--- config.mk ---
export PLATFORM = sky130hd
export DESIGN_NAME = fels_sequencer
export DESIGN_NICKNAME = d
export VERILOG_FILES = /design/src/fels_pkg.sv /design/src/fels_irq_unit.sv /design/src/fels_lock_check.sv /design/src/fels_sequencer.sv
export SDC_FILE = /design/constraint.sdc
export NUM_CORES = 1
export LEC_CHECK = 0
export ABC_AREA = 0
export ABC_CLOCK_PERIOD_IN_PS = 3800
export BUFFER_PORTS_ARGS = -buffer_cell sky130_fd_sc_hd__buf_2
export CAP_MARGIN = 20
export CORE_MARGIN = 4
export CORE_UTILIZATION = 59
export DETAILED_ROUTE_END_ITERATION = 8
export HOLD_SLACK_MARGIN = 0.1
export PLACE_DENSITY = 0.89
export RECOVER_POWER = 50
export SLEW_MARGIN = 20
export SYNTH_ARGS = -nofsm -noshare
export SYNTH_HDL_FRONTEND = slang
export SYNTH_HIERARCHICAL = 1
export SYNTH_SLANG_ARGS = --single-unit
export TNS_END_PERCENT = 100
--- constraint.sdc ---
create_clock -name CLK -period 3.8 [get_ports CLK]
set_input_delay 0.19 -clock CLK [delete_from_list [all_inputs] [get_ports CLK]]
set_output_delay 0.19 -clock CLK [all_outputs]
set_load 0.02 [all_outputs]
--- src/fels_pkg.sv ---
package fels_pkg;

  // bus and array widths
  localparam int ADDR_W      = 8;
  localparam int DATA_W      = 32;
  localparam int STRB_W      = 4;
  localparam int PAGE_W      = 16;
  localparam int NUM_REGIONS = 16;
  localparam int NUM_EV      = 4;

  // register byte offsets
  localparam logic [ADDR_W-1:0] OFS_MODE     = 8'h00;
  localparam logic [ADDR_W-1:0] OFS_CMD      = 8'h04;
  localparam logic [ADDR_W-1:0] OFS_STATUS   = 8'h08;
  localparam logic [ADDR_W-1:0] OFS_LOCK     = 8'h0C;
  localparam logic [ADDR_W-1:0] OFS_IRQ_STAT = 8'h10;
  localparam logic [ADDR_W-1:0] OFS_IRQ_MASK = 8'h14;

  // command word fields
  localparam int CODE_LSB = 0;
  localparam int CODE_W   = 8;
  localparam int ARG_LSB  = 8;
  localparam int KEY_LSB  = 24;
  localparam int KEY_W    = 8;

  // command codes
  localparam logic [CODE_W-1:0] CMD_ERASE_GROUP = 8'h01;
  localparam logic [CODE_W-1:0] CMD_SET_LOCK    = 8'h02;
  localparam logic [CODE_W-1:0] CMD_CLEAR_LOCK  = 8'h03;
  localparam logic [CODE_W-1:0] CMD_GET_LOCK    = 8'h04;

  // status flags, also the interrupt event bits
  localparam int ST_READY_BIT     = 0;
  localparam int ST_CMD_ERR_BIT   = 1;
  localparam int ST_LOCK_ERR_BIT  = 2;
  localparam int ST_FLASH_ERR_BIT = 3;
  localparam int MODE_READY_IE_BIT = 0;

  // page group sizing
  localparam logic [PAGE_W-1:0] GROUP_BASE_PAGES = 16'h0004;
  localparam logic [PAGE_W-1:0] ONE_PAGE         = 16'h0001;
  localparam int GROUP_SEL_W = 2;

  localparam logic [1:0]        RESP_OKAY   = 2'h0;
  localparam logic [1:0]        RESP_SLVERR = 2'h2;
  localparam logic [STRB_W-1:0] STRB_ALL    = 4'hF;

  typedef enum logic [1:0] {
    FELS_IDLE   = 2'b00,
    FELS_CHECK  = 2'b01,
    FELS_ARRAY  = 2'b10,
    FELS_FINISH = 2'b11
  } fels_state_t;

  typedef enum logic [1:0] {
    FELS_OP_ERASE  = 2'b00,
    FELS_OP_LOCK   = 2'b01,
    FELS_OP_UNLOCK = 2'b10,
    FELS_OP_QUERY  = 2'b11
  } fels_op_t;

  typedef struct packed {
    fels_op_t          op;
    logic [PAGE_W-1:0] first_page;
    logic [PAGE_W-1:0] last_page;
  } fels_arr_req_t;

  typedef struct packed {
    fels_state_t        fsm;
    logic               aw_ok;
    logic               w_ok;
    logic [ADDR_W-1:0]  awaddr;
    logic [DATA_W-1:0]  wdata;
    logic [STRB_W-1:0]  wstrb;
    logic               bvalid;
    logic [1:0]         bresp;
    logic               rvalid;
    logic [DATA_W-1:0]  rdata;
    logic [1:0]         rresp;
    logic [NUM_EV-1:0]  flags;
    logic               ready_ie;
    logic [NUM_REGIONS-1:0] lock;
    logic [NUM_REGIONS-1:0] lock_result;
    fels_arr_req_t      req;
    logic               arr_valid;
    logic [NUM_EV-1:0]  ev;
  } fels_main_t;

  typedef struct packed {
    logic [NUM_EV-1:0] status;
    logic [NUM_EV-1:0] mask;
  } fels_irq_t;

endpackage

--- src/fels_irq_unit.sv ---
`timescale 1ns/1ps
module fels_irq_unit
  import fels_pkg::*;
(
  input  wire logic              clk,
  input  wire logic              rst_b,
  input  wire logic [NUM_EV-1:0] set_ev,
  input  wire logic              clr_wr,
  input  wire logic [NUM_EV-1:0] clr_bits,
  input  wire logic              mask_wr,
  input  wire logic [NUM_EV-1:0] mask_bits,
  input  wire logic [NUM_EV-1:0] gate,
  output logic      [NUM_EV-1:0] status,
  output logic      [NUM_EV-1:0] mask,
  output logic                   irq
);

  fels_irq_t s;
  fels_irq_t next_s;

  // write-one-to-clear, a new event wins over the clear
  always_comb begin
    next_s = s;
    if (clr_wr) begin
      next_s.status = s.status & ~clr_bits;
    end
    next_s.status = next_s.status | set_ev;
    if (mask_wr) begin
      next_s.mask = mask_bits;
    end
  end

  always_ff @(posedge clk or negedge rst_b) begin
    if (!rst_b) begin
      s <= '0;
    end else begin
      s <= next_s;
    end
  end

  // level request while any enabled sticky bit stands
  assign status = s.status;
  assign mask   = s.mask;
  assign irq    = |(s.status & s.mask & gate);

endmodule

--- src/fels_lock_check.sv ---
`timescale 1ns/1ps
module fels_lock_check
  import fels_pkg::*;
#(
  parameter int REGION_SHIFT = 5
) (
  input  wire logic [NUM_REGIONS-1:0] lock,
  input  wire logic [PAGE_W-1:0]      first_page,
  input  wire logic [PAGE_W-1:0]      last_page,
  output logic                        hit
);

  // any locked region overlapping the page span
  always_comb begin
    logic [PAGE_W-1:0] first_r;
    logic [PAGE_W-1:0] last_r;
    first_r = first_page >> REGION_SHIFT;
    last_r  = last_page >> REGION_SHIFT;
    hit     = 1'b0;
    for (int i = 0; i < NUM_REGIONS; i++) begin
      if (lock[i] && (PAGE_W'(i) >= first_r) && (PAGE_W'(i) <= last_r)) begin
        hit = 1'b1;
      end
    end
  end

endmodule

--- src/fels_sequencer.sv ---
`timescale 1ns/1ps
// Notes on behaviour
// [RULE_01] a valid erase command word starts the erase at once
// [RULE_02] argument low two bits pick 4, 8, 16 or 32 pages
// [RULE_03] software keeps 4-page groups in small sectors, never 32 there
// [RULE_04] command_ready rises when an erase finishes
// [RULE_05] ready interrupt raised when enabled in the mode register
// [RULE_06] wrong keyword in a command write flags a command error
// [RULE_07] erase touching a locked region is refused whole with lock error
// [RULE_08] failed erase verify from the array raises flash error
// [RULE_09] each lock bit covers a region of pages, locked pages untouched
// [RULE_10] set_region_lock with a page number sets that region's bit, then ready
// [RULE_11] get_region_lock snapshots lock bits for software to read
// [RULE_12] software never names a lock bit beyond the last one
// [RULE_13] lock programming reports keyword errors and verify failures
// [RULE_14] clear_region_lock with a page number clears that bit, then ready
// [RULE_15] cleared regions accept erase again
// [RULE_16] command_ready drops on acceptance and stays low until done
module fels_sequencer
  import fels_pkg::*;
#(
  parameter logic [KEY_W-1:0] CMD_KEY      = 8'hC3,
  parameter int               REGION_SHIFT = 5
) (
  input  wire logic              CLK,
  input  wire logic              RST_B,
  input  wire logic              S_AXI_AWVALID,
  output logic                   S_AXI_AWREADY,
  input  wire logic [ADDR_W-1:0] S_AXI_AWADDR,
  input  wire logic              S_AXI_WVALID,
  output logic                   S_AXI_WREADY,
  input  wire logic [DATA_W-1:0] S_AXI_WDATA,
  input  wire logic [STRB_W-1:0] S_AXI_WSTRB,
  output logic                   S_AXI_BVALID,
  input  wire logic              S_AXI_BREADY,
  output logic      [1:0]        S_AXI_BRESP,
  input  wire logic              S_AXI_ARVALID,
  output logic                   S_AXI_ARREADY,
  input  wire logic [ADDR_W-1:0] S_AXI_ARADDR,
  output logic                   S_AXI_RVALID,
  input  wire logic              S_AXI_RREADY,
  output logic      [DATA_W-1:0] S_AXI_RDATA,
  output logic      [1:0]        S_AXI_RRESP,
  output fels_arr_req_t          FA_REQ,
  output logic                   FA_VALID,
  input  wire logic              FA_ACK,
  input  wire logic              FA_VERIFY_FAIL,
  output logic                   IRQ
);

  fels_main_t s;
  fels_main_t next_s;

  logic              lock_hit;
  logic [NUM_EV-1:0] irq_status;
  logic [NUM_EV-1:0] irq_mask;
  logic [NUM_EV-1:0] irq_gate;
  logic              clr_wr;
  logic              mask_wr;

  // channel readiness, one transaction of each kind in flight
  assign S_AXI_AWREADY = !s.aw_ok && !s.bvalid;
  assign S_AXI_WREADY  = !s.w_ok && !s.bvalid;
  assign S_AXI_ARREADY = !s.rvalid;

  // registered bus answers
  assign S_AXI_BVALID = s.bvalid;
  assign S_AXI_BRESP  = s.bresp;
  assign S_AXI_RVALID = s.rvalid;
  assign S_AXI_RDATA  = s.rdata;
  assign S_AXI_RRESP  = s.rresp;

  // array request held until the array acknowledges
  assign FA_REQ   = s.req;
  assign FA_VALID = s.arr_valid;

  // ready event only reaches the line when enabled in mode
  // [RULE_05] ready interrupt gate
  assign irq_gate = {{(NUM_EV-1){1'b1}}, s.ready_ie};

  // register writes that go to the interrupt unit
  assign clr_wr  = s.aw_ok && s.w_ok && !s.bvalid && (s.awaddr == OFS_IRQ_STAT) && s.wstrb[0];
  assign mask_wr = s.aw_ok && s.w_ok && !s.bvalid && (s.awaddr == OFS_IRQ_MASK) && s.wstrb[0];

  // [RULE_09] region overlap test
  fels_lock_check #(
    .REGION_SHIFT (REGION_SHIFT)
  ) u_lock_check (
    .lock       (s.lock),
    .first_page (s.req.first_page),
    .last_page  (s.req.last_page),
    .hit        (lock_hit)
  );

  fels_irq_unit u_irq (
    .clk       (CLK),
    .rst_b     (RST_B),
    .set_ev    (s.ev),
    .clr_wr    (clr_wr),
    .clr_bits  (s.wdata[NUM_EV-1:0]),
    .mask_wr   (mask_wr),
    .mask_bits (s.wdata[NUM_EV-1:0]),
    .gate      (irq_gate),
    .status    (irq_status),
    .mask      (irq_mask),
    .irq       (IRQ)
  );

  // next state: bus slave, command decode and sequencing
  always_comb begin
    logic [KEY_W-1:0]       key;
    logic [CODE_W-1:0]      code;
    logic [PAGE_W-1:0]      arg;
    logic [PAGE_W-1:0]      span;
    logic [PAGE_W-1:0]      region;
    logic [GROUP_SEL_W-1:0] sel;
    key    = s.wdata[KEY_LSB +: KEY_W];
    code   = s.wdata[CODE_LSB +: CODE_W];
    arg    = s.wdata[ARG_LSB +: PAGE_W];
    sel    = arg[GROUP_SEL_W-1:0];
    span   = (GROUP_BASE_PAGES << sel) - ONE_PAGE;
    region = s.req.first_page >> REGION_SHIFT;
    next_s    = s;
    next_s.ev = '0;

    // capture write address and data in either order
    if (S_AXI_AWVALID && S_AXI_AWREADY) begin
      next_s.aw_ok  = 1'b1;
      next_s.awaddr = S_AXI_AWADDR;
    end
    if (S_AXI_WVALID && S_AXI_WREADY) begin
      next_s.w_ok  = 1'b1;
      next_s.wdata = S_AXI_WDATA;
      next_s.wstrb = S_AXI_WSTRB;
    end

    // release answers once taken
    if (s.bvalid && S_AXI_BREADY) begin
      next_s.bvalid = 1'b0;
    end
    if (s.rvalid && S_AXI_RREADY) begin
      next_s.rvalid = 1'b0;
    end

    // read decode, unmapped answers slverr with zero data
    if (S_AXI_ARVALID && S_AXI_ARREADY) begin
      next_s.rvalid = 1'b1;
      next_s.rresp  = RESP_OKAY;
      case (S_AXI_ARADDR)
        OFS_MODE: begin
          next_s.rdata = DATA_W'(s.ready_ie) << MODE_READY_IE_BIT;
        end
        OFS_CMD: begin
          next_s.rdata = '0;
        end
        OFS_STATUS: begin
          next_s.rdata = DATA_W'(s.flags);
        end
        // [RULE_11] lock snapshot readback
        OFS_LOCK: begin
          next_s.rdata = DATA_W'(s.lock_result);
        end
        OFS_IRQ_STAT: begin
          next_s.rdata = DATA_W'(irq_status);
        end
        OFS_IRQ_MASK: begin
          next_s.rdata = DATA_W'(irq_mask);
        end
        default: begin
          next_s.rdata = '0;
          next_s.rresp = RESP_SLVERR;
        end
      endcase
    end

    // command sequencing
    case (s.fsm)
      FELS_IDLE: begin
        next_s.arr_valid = 1'b0;
      end
      FELS_CHECK: begin
        if (s.req.op == FELS_OP_QUERY) begin
          // [RULE_11] capture lock bits
          next_s.lock_result = s.lock;
          next_s.fsm         = FELS_FINISH;
        end else if ((s.req.op == FELS_OP_ERASE) && lock_hit) begin
          // [RULE_07] refuse whole erase
          next_s.flags[ST_LOCK_ERR_BIT] = 1'b1;
          next_s.ev[ST_LOCK_ERR_BIT]    = 1'b1;
          next_s.fsm                    = FELS_FINISH;
        end else begin
          // [RULE_15] unlocked span goes ahead
          next_s.arr_valid = 1'b1;
          next_s.fsm       = FELS_ARRAY;
        end
      end
      FELS_ARRAY: begin
        if (FA_ACK) begin
          next_s.arr_valid = 1'b0;
          next_s.fsm       = FELS_FINISH;
          // [RULE_08] verify failure from the array
          // [RULE_13] also after lock programming
          if (FA_VERIFY_FAIL) begin
            next_s.flags[ST_FLASH_ERR_BIT] = 1'b1;
            next_s.ev[ST_FLASH_ERR_BIT]    = 1'b1;
          end
          if (region < PAGE_W'(NUM_REGIONS)) begin
            // [RULE_10] set region bit
            if (s.req.op == FELS_OP_LOCK) begin
              next_s.lock[region[$clog2(NUM_REGIONS)-1:0]] = 1'b1;
            end
            // [RULE_14] clear region bit
            if (s.req.op == FELS_OP_UNLOCK) begin
              next_s.lock[region[$clog2(NUM_REGIONS)-1:0]] = 1'b0;
            end
          end
        end
      end
      FELS_FINISH: begin
        // [RULE_04] completion raises ready
        next_s.flags[ST_READY_BIT] = 1'b1;
        next_s.ev[ST_READY_BIT]    = 1'b1;
        next_s.fsm                 = FELS_IDLE;
      end
      default: begin
        next_s.fsm = FELS_IDLE;
      end
    endcase

    // write commit once both address and data are held
    if (s.aw_ok && s.w_ok && !s.bvalid) begin
      next_s.aw_ok  = 1'b0;
      next_s.w_ok   = 1'b0;
      next_s.bvalid = 1'b1;
      next_s.bresp  = RESP_OKAY;
      case (s.awaddr)
        OFS_MODE: begin
          if (s.wstrb[0]) begin
            next_s.ready_ie = s.wdata[MODE_READY_IE_BIT];
          end
        end
        OFS_CMD: begin
          // full-word write while idle is a command, else ignored
          if ((s.wstrb == STRB_ALL) && (s.fsm == FELS_IDLE)) begin
            // [RULE_16] ready and errors drop on acceptance
            next_s.flags = '0;
            if (key != CMD_KEY) begin
              // [RULE_06] bad keyword rejected
              // [RULE_13] keyword check on lock commands
              next_s.flags[ST_CMD_ERR_BIT] = 1'b1;
              next_s.ev[ST_CMD_ERR_BIT]    = 1'b1;
              next_s.fsm                   = FELS_FINISH;
            end else begin
              next_s.fsm = FELS_CHECK;
              case (code)
                // [RULE_01] erase starts on the write
                // [RULE_02] group size from low bits
                CMD_ERASE_GROUP: begin
                  next_s.req.op         = FELS_OP_ERASE;
                  next_s.req.first_page = arg & ~span;
                  next_s.req.last_page  = arg | span;
                end
                CMD_SET_LOCK: begin
                  next_s.req.op         = FELS_OP_LOCK;
                  next_s.req.first_page = arg;
                  next_s.req.last_page  = arg;
                end
                CMD_CLEAR_LOCK: begin
                  next_s.req.op         = FELS_OP_UNLOCK;
                  next_s.req.first_page = arg;
                  next_s.req.last_page  = arg;
                end
                CMD_GET_LOCK: begin
                  next_s.req.op = FELS_OP_QUERY;
                end
                default: begin
                  next_s.flags[ST_CMD_ERR_BIT] = 1'b1;
                  next_s.ev[ST_CMD_ERR_BIT]    = 1'b1;
                  next_s.fsm                   = FELS_FINISH;
                end
              endcase
            end
          end
        end
        OFS_STATUS, OFS_LOCK, OFS_IRQ_STAT, OFS_IRQ_MASK: begin
          next_s.bresp = RESP_OKAY;
        end
        default: begin
          next_s.bresp = RESP_SLVERR;
        end
      endcase
    end
  end

  // state register, idle and ready out of reset
  always_ff @(posedge CLK or negedge RST_B) begin
    if (!RST_B) begin
      s                     <= '0;
      s.flags[ST_READY_BIT] <= 1'b1;
    end else begin
      s <= next_s;
    end
  end

endmodule

Word-level counts from Yosys, hierarchy flattened
Index checks and enable logic that the tools add are counted.
{"block": "classes", "add_sub_neg": 1, "n_lt_le_gt_ge": 35, "n_eq_ne": 25, "shift": 1, "mux": 71, "bitwise": 12, "n_reduce_logical": 75}
{"operator": "greater-or-equal comparator 4 x 11 -> 1 bit (first input constant)", "n": 8}
{"operator": "less-or-equal comparator 4 x 11 -> 1 bit (first input constant)", "n": 8}
{"operator": "2-to-1 mux 16 bit", "n": 5}
{"operator": "one-hot mux 16 bit (5 select lines)", "n": 1}
{"operator": "one-hot mux 32 bit (2 select lines)", "n": 1}
{"operator": "logical AND 1 bit", "n": 48}
{"operator": "greater-or-equal comparator 3 x 11 -> 1 bit (first input constant)", "n": 4}
{"operator": "less-or-equal comparator 3 x 11 -> 1 bit (first input constant)", "n": 4}
{"operator": "2-to-1 mux 1 bit", "n": 44}
{"operator": "2-to-1 mux 35 bit", "n": 1}
{"operator": "bitwise AND 16 bit", "n": 2}
{"operator": "equality test 8 x 4 -> 1 bit (second input constant)", "n": 4}
{"operator": "equality test 8 x 5 -> 1 bit (second input constant)", "n": 4}
{"operator": "inverter 16 bit", "n": 2}
{"operator": "bitwise OR 16 bit", "n": 2}
{"operator": "equality test 8 x 3 -> 1 bit (second input constant)", "n": 3}
{"operator": "greater-or-equal comparator 1 x 11 -> 1 bit (first input constant)", "n": 2}
{"operator": "greater-or-equal comparator 2 x 11 -> 1 bit (first input constant)", "n": 2}
{"operator": "less-or-equal comparator 1 x 11 -> 1 bit (first input constant)", "n": 2}
{"operator": "less-or-equal comparator 2 x 11 -> 1 bit (first input constant)", "n": 2}
{"operator": "2-to-1 mux 2 bit", "n": 9}
{"operator": "equality test 8 x 2 -> 1 bit (second input constant)", "n": 2}
{"operator": "logical NOT 8 bit", "n": 2}
{"operator": "2-to-1 mux 4 bit", "n": 4}
{"operator": "other kinds (33)", "n": 54}
{"block": "totals", "regBits": 170, "in_bits": 61, "out_inout_bits": 77, "wordCells": 243}

Longest topological paths before layout
{"block": "logic_depth", "word_depth": 26, "mapped_depth": 11}

Modules after synthesis
The synthesis kept the hierarchy.
{"module": "fels_sequencer", "instances": 1, "cells_each": 552, "area_per_inst_um2": 6879.1}
{"module": "fels_lock_check", "instances": 1, "cells_each": 69, "area_per_inst_um2": 429.2}
{"module": "fels_irq_unit", "instances": 1, "cells_each": 25, "area_per_inst_um2": 317.8}

Least setup slack after synthesis
OpenSTA, ideal clock, no wires.
{"block": "synth_path", "path_kind": "register to register", "from": "register s (netlist bit FA_REQ[9])", "to": "register s[160] (netlist bit)", "arrival_ps": 2164, "required_time_ps": 3682, "setup_slack_ps": 1518, "path_stages_with_launch": 9, "synth_period_minus_slack_ps": 2282, "cell_sequence": "dfrtp_1 nor4_4 nand2_4 o31a_1 nor4_1 a21oi_1 a21o_1 a211o_1 a21o_1"}
{"element": "from (decl)", "line": "fels_sequencer.sv:51", "rtl": "fels_main_t s;"}
{"element": "from (signal assigned)", "line": "fels_sequencer.sv:301", "rtl": "s <= next_s;"}

Final worst setup path
{"block": "layout_path", "from": "register s[155] (netlist bit)", "to": "register s (netlist bit FA_REQ[27])"}
{"block": "layout_via", "elab_chain_len": 2}
{"element": "equality test 8 x 3 -> 1 bit", "line": "fels_sequencer.sv:236", "rtl": "case (s.awaddr)"}
{"element": "AND reduction 5 bit (no line)"}
No other way between the ends.
A chain may end at the register's enable or synchronous reset.

==> metrics <==
r2r worst-path depth=5; WL final=roughly 19000 um; Least-Margin Pin Slew=0.9334 ns; top cells by area, synth=dfrtp_1, mux2_2, buf_4; die area=between 10000 and 15000 um^2; DRT antenna net count=0; Synth top cells by count=dfrtp_1, buf_4, mux2_2; Die W=around 120 um; largest family of logic cells by synthesized area=multiplexers; Setup crit end kind=register; Reg clk slew, reported paths=around 0.060 ns; Starting Density=0.6043; P_leak=a little over 0.004 uW; switching power total=about 1500 uW; clock tree sinks=roughly 150; most common cell in the synthesized netlist=dfrtp_1; Synth Area in Adders=0.01772; core area=about 13000 um^2; Max Root-Sink Buffers=2; Compound-Gate Fraction of Synth Area=0.1107; Cells after Synth=~650; Sw Ratio=0.2996; clk_skew=roughly 0.011 ns; Post-Synth XOR/XNOR Area=0.002297; Synth cell types=72; Worst R2R Setup Slack=between 0.8 and 0.9 ns; sequential fraction of design power=0.446; vias in the first global route=between 5000 and 6000; critical-path cell list=or4_1 > nor4_4 > and4_2 > buf_4 > mux2_4; Starting DRT DRC Count=around 450; Clk Tree Root Cell=clkbuf_16; number of synthesized flops with an enable pin=0; pwr/cell area=563.2 nW/um^2; post-synthesis mux area share=0.1567; # setup viols final=0; Worst Path Required=around 4 ns; Final period util=0.7795; final hold vios=0; combinational fraction of design power=0.206; cell internal pwr=around 3500 uW; instance count on the critical path=5; storage element area=3805 um^2; fraction of layout cells with a size suffix above 1=0.2625; Critical R2R Capture=FA_REQ[27]$_DFFE_PN0P_; worst min path class=input port to register; Hold Path Cell Cnt=2; area grow syn2layout=17.23%; crit-path leading delay family=simple AND/OR/NAND/NOR gates; worst path buffer plus inverter count=1; area share of the largest cell type after synthesis=0.4955; CP endpoint=FA_REQ[27]$_DFFE_PN0P_; TritonCTS clock tree=done; # nets final=around 840; clock share of power=0.348; drc violations=0; H-tree Lvls=4; status=completed; count of buffers from port buffering=approximately 120; gr usage total=0.2609; die height=~120 um; worst endpoint data arrival time=3.27 ns; #FFs+latches synth=152; multi-input logic area=roughly 3200 um^2; RSZ-0062 raised after global routing=false; post-detail-place hpwl=12110 um; IO Pins=138; filler instances=856; CP max stage cell=or4_1; worst r2r src=s[155]$_DFFE_PN0P_; Crit Path Max Fanout=17; placer's final routability congestion estimate=0.8527; Max-Cap Viols=0; Min Hold Slack=between 0.1 and 0.15 ns; Row Count=41; Clock Latency Late Sink=around 0.43 ns; Critical Path Source Type=register; critical path class=register to register; Cell Area, Synth=7626 um^2; initial antenna violation count=2; first-pass GRT wire length=around 30000 um; worst setup path startpoint=s[155]$_DFFE_PN0P_; syn avg cell area=between 10 and 15 um^2; Slew HR=0.3777; Via density=just under 6; top_reg_cell synth=dfrtp_1; min cycle time layout=~3.0 ns; setup_tns=0 ns; largest net degree at the start of global routing=about 120; max frequency=between 300 and 400 MHz; DR pass1 iterations=5; sequential share of the synthesized area=0.4989; warnings from Yosys=6; asr flop ratio synth=1.000; global route total overflow=0; Final Max Tran Viols=0; Post-Synth Simple-Gate Area=0.1145; crit-path max cell delay=between 0.6 and 0.7 ns; Vias=around 5600; number of buffers created by CTS=17; cell taking the most area after synthesis=dfrtp_1; drt wl/cell=19.73 um; VDD IR max=361.4 uV
==> kinds of logic (layout without fill, tap and decap cells) <==
logic type      count (synthesis)  in the layout
compound gates                131            131
xor+xnor                        2              2
fa+ha+maj                      11             11
buf+inv                       113            225
flops                         152            152
mux                           100            100
other cells                     2             23
simple gates                  135            135
==> sequential cells by signal, indices dropped and copies added (netlist names), named ones only <==
| register | cells |
|---|---|
| s | 87 |
| FA_REQ | 34 |
| S_AXI_RDATA | 16 |
| u_irq/mask | 4 |
| u_irq/status | 4 |
| FA_VALID | 1 |
| S_AXI_BRESP | 1 |
| S_AXI_BVALID | 1 |
| S_AXI_RRESP | 1 |
| S_AXI_RVALID | 1 |
| irq_gate | 1 |
==> per-layer routing <==
layer  vias to the layer above  track usage  share of wire
li1                       2484            -              -
met1                      2737       0.3266           0.40
met2                       273       0.4263           0.49
met3                        66      0.06082          0.072
met4                         0       0.1310          0.041
met5                         -            0              0
==> cells in the final DEF (no fill, tap or decap), types with 5 or more instances in the layout <==
cell,instances
clkbuf_8,5
nand3_1,7
nand2_1,24
clkbuf_16,17
a21o_1,7
mux2i_1,11
nand2b_1,7
ha_1,10
nor2_1,27
mux2_4,22
dlygate4sd3_1,51
a21oi_1,44
conb_1,21
nor3b_1,5
o21ai_0,24
inv_1,21
a31oi_1,9
a21boi_0,5
clkbuf_1,56
and3_1,6
mux2_2,63
nor2b_1,6
and2_1,7
buf_2,66
a22o_1,14
dfrtp_1,151
==> worst min-delay path by stage <==
stage                                to  slack, ns          from
6_report                 s[3]$_DFF_PN0_       0.12        FA_ACK
5_1_grt                  s[3]$_DFF_PN0_       0.10        FA_ACK
4_1_cts                  s[3]$_DFF_PN0_       0.10        FA_ACK
3_5_place_dp   S_AXI_RVALID$_DFFE_PN0P_       0.38  S_AXI_RREADY
3_3_place_gp   S_AXI_BVALID$_DFFE_PN0P_       0.37  S_AXI_BREADY
2_1_floorplan     FA_REQ[0]$_DFFE_PN0P_      -0.11         RST_B
==> cell type report <==
cell class              instances  share of cell area
clock inverters                 6             0.01260
well taps                     172             0.02407
inverters                      21            0.008817
diodes                          2           0.0005598
repair buffers                173              0.1199
flip-flops and latches        152              0.4256
multi-input cells             400              0.3530
clock buffers                  25             0.05542
==> stage by stage <==
| stage | power [uW] | cells | setup slack (ns) | util | cell area, um^2 |
|---|---|---|---|---|---|
| 2_1_floorplan | 2883 | 665 | 1.518 | - | 7697 |
| 3_3_place_gp | 3084 | 867 | 1.077 | 0.6239 | 7874 |
| 3_5_place_dp | 3197 | 867 | 1.011 | 0.6239 | 7874 |
| 4_1_cts | 4992 | 949 | 0.9975 | 0.7126 | 8992 |
| 5_1_grt | 5234 | 951 | 0.7378 | 0.7084 | 8940 |
| 6_report | 5035 | 951 | 0.8378 | 0.7084 | 8940 |
==> power by group through the flow <==
stage,clock [uW],combinational (uW),sequential (uW)
floorplan,0,757,2130
global placement,0,891,2190
detailed placement,0,956,2240
CTS,1750,1020,2220
global route,1830,1130,2270
finish,1750,1040,2250
==> repair_timing <==
| action | CTS | global route |
|---|---|---|
| setup buffers | 0 | 0 |
| hold buffers | 51 | 0 |
| resized for setup | 0 | 0 |
| setup endpoints to repair | 0 | 0 |
| endpoints found under the hold margin | 172 | 0 |
Power figures use the tool's default switching activity.
